**config.mk**
```make
export PLATFORM = sky130hd
export DESIGN_NAME = adc_out_ctrl
export DESIGN_NICKNAME = d
export VERILOG_FILES = /design/src/design/adc_ctrl_pkg.sv /design/src/design/adc_out_ctrl.sv /design/src/design/conv_timer.sv
export SDC_FILE = /design/constraint.sdc
export NUM_CORES = 1
export LEC_CHECK = 0
export BUFFER_PORTS_ARGS = -buffer_cell sky130_fd_sc_hd__clkbuf_2
export CAP_MARGIN = 40
export CORE_UTILIZATION = 56
export CTS_BUF_LIST = sky130_fd_sc_hd__clkbuf_4 sky130_fd_sc_hd__clkbuf_8
export DETAILED_ROUTE_END_ITERATION = 8
export GPL_TIMING_DRIVEN = 0
export MAX_ROUTING_LAYER = met4
export PLACE_DENSITY = 0.87
export SLEW_MARGIN = 20
export SYNTH_ARGS = -nofsm -noshare
export SYNTH_HDL_FRONTEND = slang
export SYNTH_SLANG_ARGS = --single-unit
```
**constraint.sdc**
```tcl
create_clock -name pclk -period 2.5 [get_ports pclk]
set_input_delay 0 -clock pclk [delete_from_list [all_inputs] [get_ports pclk]]
set_output_delay 0 -clock pclk [all_outputs]
set_load 0.005 [all_outputs]
```
**src/design/adc_ctrl_pkg.sv**
```systemverilog
// Shared constants for the converter output and control block
package adc_ctrl_pkg;
  // Data path
  localparam int          DATA_W         = 16;
  localparam int          MSB_POS        = DATA_W - 1;
  // Timing: core conversion time and derived cycle count
  localparam int          CLK_PERIOD_NS  = 50;
  localparam int          CONV_TIME_NS   = 400;
  localparam int          CONV_CYCLES    = (CONV_TIME_NS + CLK_PERIOD_NS - 1) / CLK_PERIOD_NS;
  localparam int          CNT_W          = 4;
  localparam logic [3:0]  CONV_LAST      = 4'(CONV_CYCLES - 1);
  // APB
  localparam int          ADDR_W         = 12;
  localparam logic [11:0] REG_CTRL       = 12'h000;
  localparam logic [11:0] REG_STATUS     = 12'h004;
  localparam logic [11:0] REG_RESULT     = 12'h008;
  localparam logic [11:0] REG_CONV_COUNT = 12'h00C;
  // Control fields
  localparam int          CTRL_SOFT_START = 0;
  // Status fields
  localparam int          STAT_BUSY       = 0;
  localparam int          STAT_INVALID    = 1;
  localparam int          STAT_QUIET_VIOL = 2;
  localparam int          STAT_OVERFLOW   = 3;
  // Result fields
  localparam int          RES_MSB_N       = 16;
  localparam int          RES_OVERFLOW    = 17;
  // Reset values
  localparam logic [15:0] DATA_RST        = 16'h0000;
  localparam logic [15:0] COUNT_RST       = 16'h0000;
  localparam logic [3:0]  CNT_RST         = 4'h0;
  // Sequencer states
  typedef enum logic {CONV_IDLE, CONV_BUSY} conv_state_t;
endpackage

```
**src/design/adc_out_ctrl.sv**
```systemverilog
// Output coding, three-state control and APB status of the sampling converter
//
// Decided for this implementation: the address map and the APB interface to the registers.
`timescale 1ns/10ps
// Functional notes
// - A low invert select complements every data bit and the inverted MSB output.
// - An unconnected invert select reads as one, giving uncomplemented data.
// - Data outputs are driven while output enable is low and released while it is high.
// - A start pulse during a conversion aborts it and begins a new conversion at once.
// - After such a restart the aborted conversion gives no result and the following one counts as invalid.
// - Uninverted, overflow rises above the all-ones level or at or below the all-zeros level.
// - With inversion active the two overflow conditions swap to the complemented codes.
// - Bipolar coding is offset binary with select high, complementary offset binary low.
module adc_out_ctrl
  import adc_ctrl_pkg::*;
(
  // Clock and reset
  input  wire logic                         pclk,
  input  wire logic                         presetn,
  // APB slave
  input  wire logic                         psel,
  input  wire logic                         penable,
  input  wire logic                         pwrite,
  input  wire logic [adc_ctrl_pkg::ADDR_W-1:0] paddr,
  input  wire logic [31:0]                  pwdata,
  output logic      [31:0]                  prdata,
  output logic                              pready,
  output logic                              pslverr,
  // Host control pins
  input  wire logic                         start_convert,
  input  wire logic                         output_enable_n,
  input  wire logic                         comp_bits_in,
  input  wire logic                         comp_bits_driven,
  // Converter core sample
  input  wire logic [adc_ctrl_pkg::DATA_W-1:0] core_code,
  input  wire logic                         core_above_top,
  input  wire logic                         core_at_top,
  input  wire logic                         core_at_bottom,
  input  wire logic                         core_below_bottom,
  // Output pins
  output logic                              eoc,
  output logic      [adc_ctrl_pkg::DATA_W-1:0] conversion_data_bits,
  output logic                              msb_n_out,
  output logic                              overflow,
  output logic                              data_oe
);
  import adc_ctrl_pkg::*;

  logic              start_d_ff;
  logic              start_rise;
  logic              soft_start;
  logic              start_req;
  logic              busy;
  logic              done;
  logic              restart;
  logic              comp_eff;
  logic              apb_wr;
  logic              apb_rd;
  logic              addr_ok;
  logic [DATA_W-1:0] samp_ff;
  logic [DATA_W-1:0] nxt_samp;
  logic [3:0]        samp_flags_ff;
  logic [3:0]        nxt_samp_flags;
  logic [DATA_W-1:0] res_ff;
  logic [DATA_W-1:0] nxt_res;
  logic [3:0]        res_flags_ff;
  logic [3:0]        nxt_res_flags;
  logic              inval_pend_ff;
  logic              nxt_inval_pend;
  logic              last_inval_ff;
  logic              nxt_last_inval;
  logic [DATA_W-1:0] dout_ff;
  logic [DATA_W-1:0] nxt_dout;
  logic              msb_n_ff;
  logic              nxt_msb_n;
  logic              ovf_ff;
  logic              nxt_ovf;
  logic              oe_d_ff;
  logic              comp_d_ff;
  logic              quiet_viol_ff;
  logic              nxt_quiet_viol;
  logic [15:0]       conv_cnt_ff;
  logic [15:0]       nxt_conv_cnt;
  logic              ovf_plain;
  logic              ovf_comp;

  // APB strobes and decode
  // Zero-wait slave: every access completes in its first access cycle
  assign apb_wr     = psel && penable && pwrite;
  assign apb_rd     = psel && penable && !pwrite;
  assign pready     = 1'b1;
  assign soft_start = apb_wr && (paddr == REG_CTRL) && pwdata[CTRL_SOFT_START];

  always_comb
  begin
    addr_ok = 1'b1;
    prdata  = 32'h0000_0000;
    if (paddr == REG_CTRL)
      prdata = 32'h0000_0000;
    else if (paddr == REG_STATUS)
    begin
      prdata[STAT_BUSY]       = busy;
      prdata[STAT_INVALID]    = last_inval_ff;
      prdata[STAT_QUIET_VIOL] = quiet_viol_ff;
      prdata[STAT_OVERFLOW]   = ovf_ff;
    end
    else if (paddr == REG_RESULT)
      prdata = {14'h0000, ovf_ff, msb_n_ff, dout_ff};
    else if (paddr == REG_CONV_COUNT)
      prdata = {16'h0000, conv_cnt_ff};
    else
      addr_ok = 1'b0;
  end
  assign pslverr = psel && penable && !addr_ok;

  // Start edge from the pin or a software start
  // start_d_ff resets low, the pin's idle level, so no false edge follows reset
  assign start_rise = start_convert && !start_d_ff;
  assign start_req  = start_rise || soft_start;

  conv_timer u_conv_timer (
    .pclk      (pclk),
    .presetn   (presetn),
    .start_req (start_req),
    .busy      (busy),
    .done      (done),
    .restart   (restart)
  );

  // Pull-up on the invert select pin
  // A floating select reads as one, so a released pin gives plain coding
  assign comp_eff = comp_bits_driven ? comp_bits_in : 1'b1;

  // Overflow decode for both codings
  // Flags are comparator levels latched with the sample; a complemented
  // word swaps which end of the range counts as over
  assign ovf_plain = res_flags_ff[0] || res_flags_ff[2] || res_flags_ff[3];
  assign ovf_comp  = res_flags_ff[0] || res_flags_ff[1] || res_flags_ff[3];

  // Sample, result and validity next values
  // Aborted samples never reach the result; the restarted one is marked
  always_comb
  begin
    nxt_samp       = samp_ff;
    nxt_samp_flags = samp_flags_ff;
    nxt_res        = res_ff;
    nxt_res_flags  = res_flags_ff;
    nxt_inval_pend = inval_pend_ff;
    nxt_last_inval = last_inval_ff;
    nxt_conv_cnt   = conv_cnt_ff;
    if (start_req)
    begin
      nxt_samp       = core_code;
      nxt_samp_flags = {core_below_bottom, core_at_bottom, core_at_top, core_above_top};
    end
    if (restart)
      nxt_inval_pend = 1'b1;
    if (done)
    begin
      nxt_res        = samp_ff;
      nxt_res_flags  = samp_flags_ff;
      nxt_last_inval = inval_pend_ff;
      nxt_inval_pend = 1'b0;
      nxt_conv_cnt   = conv_cnt_ff + 16'h0001;
    end
  end

  // Presented word, inverted MSB and overflow
  // A select change shows one edge later; the host keeps it still while busy
  always_comb
  begin
    if (comp_eff)
    begin
      nxt_dout  = res_ff;
      nxt_msb_n = ~res_ff[MSB_POS];
      nxt_ovf   = ovf_plain;
    end
    else
    begin
      nxt_dout  = ~res_ff;
      nxt_msb_n = res_ff[MSB_POS];
      nxt_ovf   = ovf_comp;
    end
  end

  // Quiet window monitor, set wins over clear
  // Each pin is compared with its value one edge earlier while busy
  always_comb
  begin
    nxt_quiet_viol = quiet_viol_ff;
    if (apb_wr && (paddr == REG_STATUS) && pwdata[STAT_QUIET_VIOL])
      nxt_quiet_viol = 1'b0;
    if (busy && ((output_enable_n != oe_d_ff) || (comp_eff != comp_d_ff)))
      nxt_quiet_viol = 1'b1;
  end

  // State registers
  always_ff @(posedge pclk or negedge presetn)
  begin
    if (!presetn)
    begin
      start_d_ff    <= 1'b0;
      samp_ff       <= DATA_RST;
      samp_flags_ff <= 4'h0;
      res_ff        <= DATA_RST;
      res_flags_ff  <= 4'h0;
      inval_pend_ff <= 1'b0;
      last_inval_ff <= 1'b0;
      dout_ff       <= DATA_RST;
      msb_n_ff      <= 1'b1;
      ovf_ff        <= 1'b0;
      oe_d_ff       <= 1'b1;
      comp_d_ff     <= 1'b1;
      quiet_viol_ff <= 1'b0;
      conv_cnt_ff   <= COUNT_RST;
    end
    else
    begin
      start_d_ff    <= start_convert;
      samp_ff       <= nxt_samp;
      samp_flags_ff <= nxt_samp_flags;
      res_ff        <= nxt_res;
      res_flags_ff  <= nxt_res_flags;
      inval_pend_ff <= nxt_inval_pend;
      last_inval_ff <= nxt_last_inval;
      dout_ff       <= nxt_dout;
      msb_n_ff      <= nxt_msb_n;
      ovf_ff        <= nxt_ovf;
      oe_d_ff       <= output_enable_n;
      comp_d_ff     <= comp_eff;
      quiet_viol_ff <= nxt_quiet_viol;
      conv_cnt_ff   <= nxt_conv_cnt;
    end
  end

  // Pin outputs
  assign eoc                  = busy;
  assign conversion_data_bits = dout_ff;
  assign msb_n_out            = msb_n_ff;
  assign overflow             = ovf_ff;
  assign data_oe              = !output_enable_n;
endmodule

```
**src/design/conv_timer.sv**
```systemverilog
// Conversion sequencer: busy window, completion and restart detection
`timescale 1ns/10ps
module conv_timer
  import adc_ctrl_pkg::*;
(
  // Clock and reset
  input  wire logic pclk,
  input  wire logic presetn,
  // Request
  input  wire logic start_req,
  // Status
  output logic      busy,
  output logic      done,
  output logic      restart
);
  import adc_ctrl_pkg::*;

  conv_state_t             state_ff;
  conv_state_t             nxt_state;
  logic        [CNT_W-1:0] cnt_ff;
  logic        [CNT_W-1:0] nxt_cnt;

  // Next state of the sequencer
  always_comb
  begin
    nxt_state = state_ff;
    nxt_cnt   = cnt_ff;
    case (state_ff)
      CONV_IDLE:
      begin
        if (start_req)
        begin
          nxt_state = CONV_BUSY;
          nxt_cnt   = CNT_RST;
        end
      end
      CONV_BUSY:
      begin
        if (start_req)
          nxt_cnt = CNT_RST; // Abort and begin again
        else if (cnt_ff == CONV_LAST)
          nxt_state = CONV_IDLE;
        else
          nxt_cnt = cnt_ff + 4'h1;
      end
      default:
        nxt_state = CONV_IDLE;
    endcase
  end

  // Sequencer registers
  always_ff @(posedge pclk or negedge presetn)
  begin
    if (!presetn)
    begin
      state_ff <= CONV_IDLE;
      cnt_ff   <= CNT_RST;
    end
    else
    begin
      state_ff <= nxt_state;
      cnt_ff   <= nxt_cnt;
    end
  end

  // Status decode
  assign busy    = (state_ff == CONV_BUSY);
  assign done    = busy && (cnt_ff == CONV_LAST) && !start_req;
  assign restart = busy && start_req;
endmodule

```
==> summary.txt, run 1 <==
Synth
  • Distinct cells, synth: 40
  • Area share of the largest cell type after synthesis: 0.528
  • Async SR Flop Fraction: 1.00
  • Synth area leader: dfrtp_1
  • Avg Cell Area, Syn: 12.8 um^2
  • Synth Warn #: 0
  • Post-synth EDFFs: 0
  • Synthesized netlist cell count: between 300 and 400
  • #FFs+latches synth: 85
  • Seq/Total Area, Yosys: 0.549
  • Predominant post-synthesis flop cell: dfrtp_1
  • Synth top area cells: dfrtp_1 53%, mux2_2 13%, xnor2_1 4.5%, mux2i_1 3.6%, xor2_1 3.4%
  • Cell Area, Synth: 3880 um^2

Power
  • Gate power share: 0.255
  • Psw: roughly 1.3 mW
  • Power per cell area: about 850 nW/um^2
  • Total Power: approximately 4.2 mW
  • Clk network pwr share: 0.239
  • Sw Ratio: 0.305
  • Internal Power: 2.91 mW
  • Leakage power: about 2.4 nW
  • Sequential power share: 0.506
  • Peak VDD IR: 519 uV

Worst hold path
  • Hold Path End: quiet_viol_ff$_DFFE_PN0P_
  • Type of the tightest min-delay check: primary input to flop
  • Min-delay src: pwrite
  • Hold path depth: 4

Setup path
  • CP max-delay cell: or4_4
  • Setup crit start kind: primary input
  • Worst R2R Start: u_conv_timer.busy$_DFF_PN0_
  • R2r setup slk: around 0.56 ns
  • CP max stage delay: 0.53 ns
  • Reg2reg path depth: 6
  • Data required, critical path: about 2.5 ns
  • Crit path cell chain: clkbuf_2, or4_4, or4_4, buf_6, or2_1, buf_6, nor3b_1, clkbuf_2
  • Setup crit end kind: output port
  • Critical path type: primary input to output port
  • Crit Path Max Fanout: 7
  • CP Data Arrival Time: approximately 2 ns
  • Worst reg2reg path endpoint: res_flags_ff[3]$_DFFE_PN0P_

Place
  • I/O Buffers: 81
  • DP Wirelength: 5720 um
  • GPL Wtd Cong: 0.936
  • Post-Place Cells: 476

Timing
  • Min Tclk post-route: 2.03 ns
  • Slew margin rel.: 0.533
  • Post-Route Setup TNS: 0 ns
  • Unrepaired setup endpoints after global routing: no
  • Final period util: 0.813
  • Final setup viols: 0
  • Peak Freq: ~0.49 GHz
  • Max Slew Vio Count: 0
  • Worst slew pin tran: roughly 0.7 ns
  • Worst clock skew: 0.00609 ns
  • Hold Vio Cnt, Final: 0

GRT
  • GR Util met2: 0.438
  • Largest net degree at the start of global routing: between 50 and 60
  • Total gr overflow: 0
  • Met3 global-route usage: 0.0311
  • Met1 usage: 0.303
  • Antenna violations before repair: 0
  • Global-route wire length before repair: between 10000 and 15000 um
  • Total track usage: 0.256
  • GR peak layer: met2
  • Vias in the first global route: 2864

Drt
  • Starting DRT DRC Count: around 140
  • Drt total wl: between 8000 and 9000 um
  • ANT nets after route: 0
  • Vias: about 2800
  • Drt pass-1 iters: 4
  • DR DRC count: 0
  • Vias per std cell: 5.33
  • Wirelength per Cell: 16.0 um

Die
  • Initial Util: 0.595
  • Core area: 6530 um^2
  • Die ar.: between 7000 and 8000 um^2
  • Die Y: between 80 and 90 um
  • Row Count: 29
  • IO Pins: between 100 and 150
  • Die X: between 80 and 90 um

Clock tree
  • CTS tree: done
  • Reg clk slew, reported paths: roughly 0.080 ns
  • Clk sinks: 85
  • H-Tree Depth: 3
  • Root Driver: clkbuf_8
  • Clock buffer depth: 2
  • Number of CTS-inserted buffers: 9
  • Worst skew pair latency: around 0.35 ns

Cells and area
  • Layout cells sized above 1: 0.399
  • Non-filler cells, final: a little over 500
  • Final net count: 509
  • Commonest non-fill, non-tap cells in the layout: 82 x dfrtp_1, 80 x clkbuf_2, 45 x mux2_2
  • Syn-to-layout area delta: 26.4%
  • N_diodes: 0
  • Final core utilization: 0.752
  • Most common cell after layout, fill and taps aside: dfrtp_1

Run status
  • Status: completed

Job
  • Max Cap Violations: 0
==> flip-flops by register name (all words and copies together) (netlist names) <==
| register | count |
|---|---|
| comp_d_ff | 1 |
| conv_cnt_ff | 16 |
| conversion_data_bits | 16 |
| inval_pend_ff | 1 |
| last_inval_ff | 1 |
| msb_n_out | 1 |
| oe_d_ff | 1 |
| overflow | 1 |
| quiet_viol_ff | 1 |
| res_ff | 16 |
| res_flags_ff | 4 |
| samp_ff | 16 |
| samp_flags_ff | 4 |
| start_d_ff | 1 |
| u_conv_timer.busy | 1 |
| u_conv_timer.cnt_ff | 4 |
==> critical path, delay by kind of cell <==
| family | cells | cell delay (ns) |
|---|---|---|
| and+or+nand+nor | 4 | 1.49 |
| buffers and inverters | 4 | 0.53 |
==> worst max path at each step <==
stage,from,endpoint,slack (ns),cells after the start
after floorplan,paddr[5],samp_ff[10]$_DFFE_PN0P_,0.59,6
after global placement,paddr[5],samp_ff[13]$_DFFE_PN0P_,0.40,7
after detailed placement,paddr[5],samp_ff[11]$_DFFE_PN0P_,0.36,7
after CTS,paddr[5],prdata[16],0.46,8
after global routing,paddr[5],prdata[16],0.38,8
final,paddr[5],prdata[16],0.47,8
==> through the flow <==
stage | hold WS (ns) | setup WS, ns | cell area, um^2
floorplan | -0.296 | 0.591 | 3930
finish | 0.0472 | 0.466 | 4910
CTS | 0.0325 | 0.457 | 4910
detailed placement | -0.00320 | 0.362 | 4460
global placement | 0.128 | 0.398 | 4430
global route | 0.0561 | 0.383 | 4910
==> routing by layer <==
layer  routed length [um]  part of all wire
met2                 4450              0.54
met4                  210             0.025
met5                    0                 0
met1                 3330              0.40
met3                  286             0.035
==> power by group through the flow <==
stage | Clock, mW | Combinational, mW | Sequential [mW]
detailed placement | 0 | 1.03 | 2.14
floorplan | 0 | 0.655 | 2.06
CTS | 1.01 | 1.07 | 2.12
global route | 1.07 | 1.17 | 2.17
finish | 1.00 | 1.07 | 2.12
global placement | 0 | 0.960 | 2.11
==> kinds of logic (layout without fill, tap and decap cells) <==
logic type,count (synthesis),in the layout,synth area share
AOI/OAI and AO/OA,10,10,0.0177
xor gates and xnor gates,35,35,0.0789
adders and majority gates,2,2,0.00644
buffers and inverters,33,155,0.0599
DFF,85,85,0.549
muxes,60,60,0.169
other,2,15,0.00193
and+or+nand+nor,77,77,0.117
==> what timing repair did <==
| item | CTS | global route |
|---|---|---|
| resized for setup | 0 | 0 |
| hold buffers | 24 | 0 |
| buffers inserted | 0 | 0 |
| endpoints found under the hold margin | 52 | 0 |
==> synth_stat cells, drive strengths merged (6+ instances only) <==
master and count:
nor4 8, xor2 15, mux2 46, nor2 22
mux2i 14, dfrtp 82, xnor2 20, buf 24
nand4 6, clkbuf 6, nand2 9
==> area by class of cell <==
cell class	instances	area [um^2]
inverters	3	11.3
flip-flops and latches	85	2130
clock inverters	6	68.8
plain buffers	30	221
multi-input cells	199	1570
well taps	77	96.3
repair buffers	106	676
clock buffers	10	138
fillers	404	1620
Power figures use the tool's default switching activity.
==> inputs of run 2 (changes only) <==
--- a/config.mk
+++ b/config.mk
@@ -7,12 +7,12 @@
 export LEC_CHECK = 0
 export BUFFER_PORTS_ARGS = -buffer_cell sky130_fd_sc_hd__clkbuf_2
 export CAP_MARGIN = 40
-export CORE_UTILIZATION = 56
+export CORE_UTILIZATION = 52
 export CTS_BUF_LIST = sky130_fd_sc_hd__clkbuf_4 sky130_fd_sc_hd__clkbuf_8
 export DETAILED_ROUTE_END_ITERATION = 8
 export GPL_TIMING_DRIVEN = 0
 export MAX_ROUTING_LAYER = met4
-export PLACE_DENSITY = 0.87
+export PLACE_DENSITY = 0.82
 export SLEW_MARGIN = 20
 export SYNTH_ARGS = -nofsm -noshare
 export SYNTH_HDL_FRONTEND = slang
==> constraint.sdc (replaced) <==
create_clock -name pclk -period 2.12 [get_ports pclk]
set_input_delay 0 -clock pclk [delete_from_list [all_inputs] [get_ports pclk]]
set_output_delay 0 -clock pclk [all_outputs]
set_load 0.005 [all_outputs]
==> summary.txt, run 2 (same netlist as run 1, synthesis figures left out) <==
Cells and area
  • Commonest non-fill, non-tap cells in the layout: 82 x dfrtp_1, 80 x clkbuf_2, 45 x mux2_2
  • Fill count: 509 (+26%)
  • Final net count: 508 (-0.20%)
  • Most common cell after layout, fill and taps aside: dfrtp_1
  • Layout cells sized above 1: 0.400 (+0.000910)
  • Syn-to-layout area delta: 28.3%
  • N_diodes: 0 (unchanged)

Die
  • Die Y: 88.4 um (+3.7%)
  • Core area: 7250 um^2 (+11%)
  • Row Count: 31 (+6.9%)
  • IO Pins: 127 (unchanged)
  • Die ar.: 7820 um^2 (+7.5%)
  • Die X: 88.4 um (+3.7%)
  • Initial Util: 0.535 (-0.0592)

Timing
  • Worst clock skew: 0.00934 ns (+0.00324 ns)
  • Max Slew Vio Count: 0 (unchanged)
  • Worst slew pin tran: 0.688 ns (-0.0132 ns)
  • Unrepaired setup endpoints after global routing: no
  • Min Tclk post-route: 2.02 ns
  • Final setup viols: 0 (unchanged)
  • Slew margin rel.: 0.542 (+0.00881)
  • Final period util: 0.951
  • Hold Vio Cnt, Final: 0 (unchanged)
  • Peak Freq: between 0.4 and 0.5 GHz
  • Worst hold margin: 0.0357 ns (-0.0115 ns)
  • Post-Route Setup TNS: 0 ns (unchanged)
  • Fin worst setup slack: 0.103 ns (-0.363 ns)

Setup path
  • Setup crit start kind: primary input
  • Critical path type: primary input to output port
  • Reg2reg path depth: 6 (unchanged)
  • Crit Path Max Fanout: 10 (+3)
  • CP Launch Point: paddr[5]
  • CP Data Arrival Time: 2.02 ns (about the same)
  • Setup crit end kind: output port
  • Data required, critical path: 2.12 ns (-0.38 ns)
  • R2r setup slk: 0.20 ns (-0.36 ns)
  • Worst R2R Start: u_conv_timer.cnt_ff[0]$_DFFE_PN0P_
  • Worst reg2reg path endpoint: last_inval_ff$_DFFE_PN0P_

Run status
  • Status: finished, violations left
  • Failing checks: DRC

GRT
  • Vias in the first global route: 2644 (-7.7%)
  • Total gr overflow: 0 (unchanged)
  • Antenna violations before repair: 0 (unchanged)
  • Global-route wire length before repair: 12600 um (-8.7%)
  • Largest net degree at the start of global routing: 58 (+1.8%)
  • Total track usage: 0.224 (-0.0325)

Worst hold path
  • Min-delay src: pwrite
  • Hold path depth: 4 (unchanged)
  • Hold Path End: quiet_viol_ff$_DFFE_PN0P_
  • Type of the tightest min-delay check: primary input to flop

Clock tree
  • CTS tree: done
  • H-Tree Depth: 3 (unchanged)
  • Worst skew pair latency: 0.36 ns (about the same)
  • Post CTS Setup Buffer Count: 0 (unchanged)
  • Number of CTS-inserted buffers: 9 (unchanged)
  • Post-CTS Resized: 0 (unchanged)
  • Clock buffer depth: 2 (unchanged)
  • Root Driver: clkbuf_8
  • Clk sinks: 85 (unchanged)
  • Reg clk slew, reported paths: 0.09 ns (about the same)

Place
  • Dpl ws: -0.0205 ns (-0.383 ns)
  • GPL Wtd Cong: 0.909 (-2.9%)
  • DP Wirelength: 5590 um (-2.2%)
  • I/O Buffers: 81 (unchanged)

Drt
  • Drt pass-1 iters: 6 (+2)
  • Wirelength per Cell: 14.9 um (-7.0%)
  • Drt total wl: 8000 um (-3.3%)
  • Vias per std cell: 5.06 (-5.1%)
  • Starting DRT DRC Count: 201 (+43%)
  • ANT nets after route: 0 (unchanged)
  • DR DRC count: 1 (+1)
  • Vias: 2715 (-1.3%)

Power
  • Peak VDD IR: 732 uV (+41%)
  • Power per cell area: 1030 nW/um^2 (+21%)
  • Leakage power: 2.39 nW (+0.97%)

Job
  • Max Cap Violations: 0 (unchanged)
[run 2: cell types whose count changed in the layout (fill, tap and decap cells not counted)]
cell,before,now
inv_6,3,1
clkinv_4,0,1
bufinv_16,1,3
clkbuf_8,10,9
clkbuf_1,6,5
clkinv_2,1,0
inv_8,0,2
clkinvlp_4,1,0
[run 2: worst max path at each step]
stage	slack (ns)	cells past startpoint	endpoint
floorplan	0.21	6	samp_ff[10]$_DFFE_PN0P_
global placement	0.03	7	samp_ff[12]$_DFFE_PN0P_
detailed placement	-0.02	7	samp_ff[11]$_DFFE_PN0P_
CTS	0.07	6	last_inval_ff$_DFFE_PN0P_
global route	0.05	6	last_inval_ff$_DFFE_PN0P_
finish	0.10	9	prdata[7]
[run 2: layer usage]
metal | up-vias | wire length (um) | share of wire | track usage
met5 | - | 0 | 0 | -
met4 | 0 | 238 | 0.030 | 0.120
met3 | 22 | 318 | 0.040 | 0.0354
met2 | 78 | 4340 | 0.54 | 0.371
met1 | 1330 | 3100 | 0.39 | 0.262
li1 | 1285 | - | - | -
[run 2: final cells by class]
class                   instances  area [um^2]  share of cell area
repair buffers                106          676               0.136
clock buffers                   9          124              0.0249
flip-flops and latches         85         2130               0.428
multi-input cells             199         1570               0.315
inverters                       3         11.3             0.00226
well taps                      99          124              0.0249
plain buffers                  29          218              0.0437
clock inverters                 7          130              0.0261
[run 2: repair_timing]
action | in CTS | in global routing
hold buffers | 24 | 0
endpoints found under the hold margin | 51 | 0
endpoints found under the setup margin | 0 | 16
[run 2: report_power, final]
part           switching, mW  internal [mW]
sequential             0.386           2.13
clock                  0.625          0.805
combinational          0.498          0.708
[run 2: worst max-delay path, cell delays in order]
cell      delay (ns)
clkbuf_2        0.08
or4_4           0.54
or4_4           0.50
buf_6           0.15
or2_1           0.22
buf_6           0.14
buf_6           0.13
nor2_1          0.14
clkbuf_2        0.13
[run 2: metrics by stage]
stage | instance area, um^2 | power [mW] | std cells | util
after global placement | 4460 | 3.62 | 497 | 0.615
after floorplan | 3930 | 3.20 | 317 | -
final | 4980 | 5.15 | 537 | 0.687
after detailed placement | 4490 | 3.70 | 498 | 0.619
after global routing | 4980 | 5.42 | 537 | 0.687
after CTS | 4990 | 5.17 | 538 | 0.687
==> inputs of run 3 (changes only) <==
--- a/config.mk
+++ b/config.mk
@@ -5,7 +5,7 @@
 export SDC_FILE = /design/constraint.sdc
 export NUM_CORES = 1
 export LEC_CHECK = 0
-export BUFFER_PORTS_ARGS = -buffer_cell sky130_fd_sc_hd__clkbuf_2
+export BUFFER_PORTS_ARGS = -buffer_cell sky130_fd_sc_hd__buf_2
 export CAP_MARGIN = 40
 export CORE_UTILIZATION = 52
 export CTS_BUF_LIST = sky130_fd_sc_hd__clkbuf_4 sky130_fd_sc_hd__clkbuf_8
==> summary.txt, run 3 (same netlist as run 1, synthesis figures left out) <==
Worst hold path
  • Min-delay src: pwrite
  • Hold Path End: quiet_viol_ff$_DFFE_PN0P_
  • Hold path depth: 4 (unchanged)
  • Type of the tightest min-delay check: primary input to flop

Setup path
  • Critical path type: primary input to output port
  • Data required, critical path: 2.12 ns (about the same)
  • Crit Path Max Fanout: 10 (unchanged)
  • Reg2reg path depth: 6 (unchanged)
  • R2r setup slk: 0.19 ns (about the same)
  • Setup crit end kind: output port
  • Setup crit start kind: primary input
  • Worst R2R Start: u_conv_timer.busy$_DFF_PN0_
  • CP Data Arrival Time: 2.02 ns (about the same)
  • Worst reg2reg path endpoint: res_ff[9]$_DFFE_PN0P_

Job
  • Max Cap Violations: 0 (unchanged)

Place
  • I/O Buffers: 81 (unchanged)
  • GPL Wtd Cong: 0.909 (about the same)
  • Dpl ws: -0.0203 ns (+0.000215 ns)
  • DP Wirelength: 5760 um (+3.0%)
  • Post-Place Cells: 498 (unchanged)

Cells and area
  • Layout cells sized above 1: 0.399 (-0.000910)
  • Final net count: 509 (+0.20%)
  • Syn-to-layout area delta: 27.0%
  • FF+latch area: 2130 um^2 (unchanged)
  • Most common cell after layout, fill and taps aside: dfrtp_1
  • Non-filler cells, final: 538 (+0.19%)
  • Fill count: 546 (+7.3%)
  • Multi-input gate area: 1570 um^2 (unchanged)
  • Commonest non-fill, non-tap cells in the layout: 82 x dfrtp_1, 80 x buf_2, 45 x mux2_2
  • N_diodes: 0 (unchanged)

Clock tree
  • CTS tree: done
  • CTS Hold Bufs: 24 (unchanged)
  • Clk sinks: 85 (unchanged)
  • Post-CTS Resized: 0 (unchanged)
  • H-Tree Depth: 3 (unchanged)
  • Worst skew pair latency: 0.35 ns (about the same)
  • Root Driver: clkbuf_8
  • Number of CTS-inserted buffers: 9 (unchanged)
  • Post CTS Setup Buffer Count: 0 (unchanged)
  • Reg clk slew, reported paths: 0.09 ns (about the same)
  • Clock buffer depth: 2 (unchanged)

Drt
  • Vias: 2718 (+0.11%)
  • Starting DRT DRC Count: 141 (-30%)
  • Drt total wl: 7920 um (-1.0%)
  • ANT nets after route: 0 (unchanged)
  • DR DRC count: 0 (-1)
  • Vias per std cell: 5.05 (about the same)
  • Drt pass-1 iters: 7 (+1)
  • Wirelength per Cell: 14.7 um (-1.2%)

GRT
  • Total gr overflow: 0 (unchanged)
  • Vias in the first global route: 2713 (+2.6%)
  • Global-route wire length before repair: 12600 um (unchanged)
  • Antenna violations before repair: 0 (unchanged)
  • Largest net degree at the start of global routing: 46 (-21%)
  • Total track usage: 0.221 (-0.00253)

Die
  • Die ar.: 7820 um^2 (unchanged)
  • Initial Util: 0.535 (unchanged)
  • IO Pins: 127 (unchanged)
  • Core area: 7250 um^2 (unchanged)
  • Row Count: 31 (unchanged)
  • Die Y: 88.4 um (unchanged)
  • Die X: 88.4 um (unchanged)

Timing
  • Min Tclk post-route: 2.02 ns (+0.00402 ns)
  • Slew margin rel.: 0.527 (-0.0147)
  • Final setup viols: 0 (unchanged)
  • Fin worst setup slack: 0.0994 ns (-0.00402 ns)
  • Hold Vio Cnt, Final: 0 (unchanged)
  • Worst clock skew: 0.0102 ns (+0.000855 ns)
  • Worst hold margin: 0.103 ns (+0.0671 ns)
  • Max Slew Vio Count: 0 (unchanged)
  • Unrepaired setup endpoints after global routing: no
  • Peak Freq: 0.495 GHz (-0.20%)
  • Final period util: 0.953 (+0.00190)
  • Worst slew pin tran: 0.710 ns (+0.0221 ns)

Power
  • Peak VDD IR: 616 uV (-16%)
  • Leakage power: 2.36 nW (-0.87%)
  • Power per cell area: 995 nW/um^2 (-3.8%)

Run status
  • Status: completed
[run 3: cell count changes in the layout (fill, tap and decap cells not counted), moves of 2 or more]
cell / change
bufinv_16: -2
inv_8: -2
buf_2: +80
clkbuf_2: -80
[run 3: per-stage QoR]
stage / utilization / cell area (um^2) / TNS (ns) / total power [mW]
after global placement: 0.615 / 4460 / 0 / 3.62
after floorplan: - / 3930 / 0 / 3.20
final: 0.680 / 4930 / 0 / 4.91
after global routing: 0.680 / 4930 / 0 / 5.20
after CTS: 0.680 / 4930 / 0 / 4.94
after detailed placement: 0.618 / 4480 / -0.108 / 3.73
[run 3: how the worst max path moves through the flow]
stage             start                      end  slack (ns)  cells after the start
6_report       paddr[5]                prdata[9]         0.1                      9
4_1_cts        paddr[5]                prdata[9]        0.11                      9
3_5_place_dp   paddr[5]  samp_ff[13]$_DFFE_PN0P_       -0.02                      7
2_1_floorplan  paddr[5]  samp_ff[10]$_DFFE_PN0P_        0.21                      6
3_3_place_gp   paddr[5]  samp_ff[12]$_DFFE_PN0P_       0.009                      7
5_1_grt        paddr[5]               prdata[14]        0.06                      9
[run 3: critical path, cell delays in order]
cell    delay [ns]
buf_2         0.10
or4_4         0.54
or4_4         0.49
buf_6         0.15
or2_1         0.21
buf_6         0.14
buf_6         0.13
nor2_1        0.12
buf_2         0.13
[run 3: layout make-up]
| type | count | share of cell area |
|---|---|---|
| flip-flops and latches | 85 | 0.432 |
| multi-input cells | 199 | 0.318 |
| repair buffers | 106 | 0.135 |
| plain buffers | 30 | 0.0449 |
| clock buffers | 10 | 0.0279 |
| well taps | 99 | 0.0251 |
| clock inverters | 6 | 0.0140 |
| inverters | 3 | 0.00228 |
[run 3: report_power, final]
part	internal, mW	switching (mW)	total (mW)
sequential	2.13	0.362	2.49
combinational	0.715	0.523	1.24
clock	0.585	0.591	1.18
[run 3: layer usage]
| layer | global-route usage | vias to the layer above | part of all wire |
|---|---|---|---|
| li1 | - | 1288 | - |
| met1 | 0.256 | 1335 | 0.39 |
| met2 | 0.373 | 78 | 0.54 |
| met3 | 0.0429 | 17 | 0.040 |
| met4 | 0.103 | 0 | 0.023 |
| met5 | - | - | 0 |
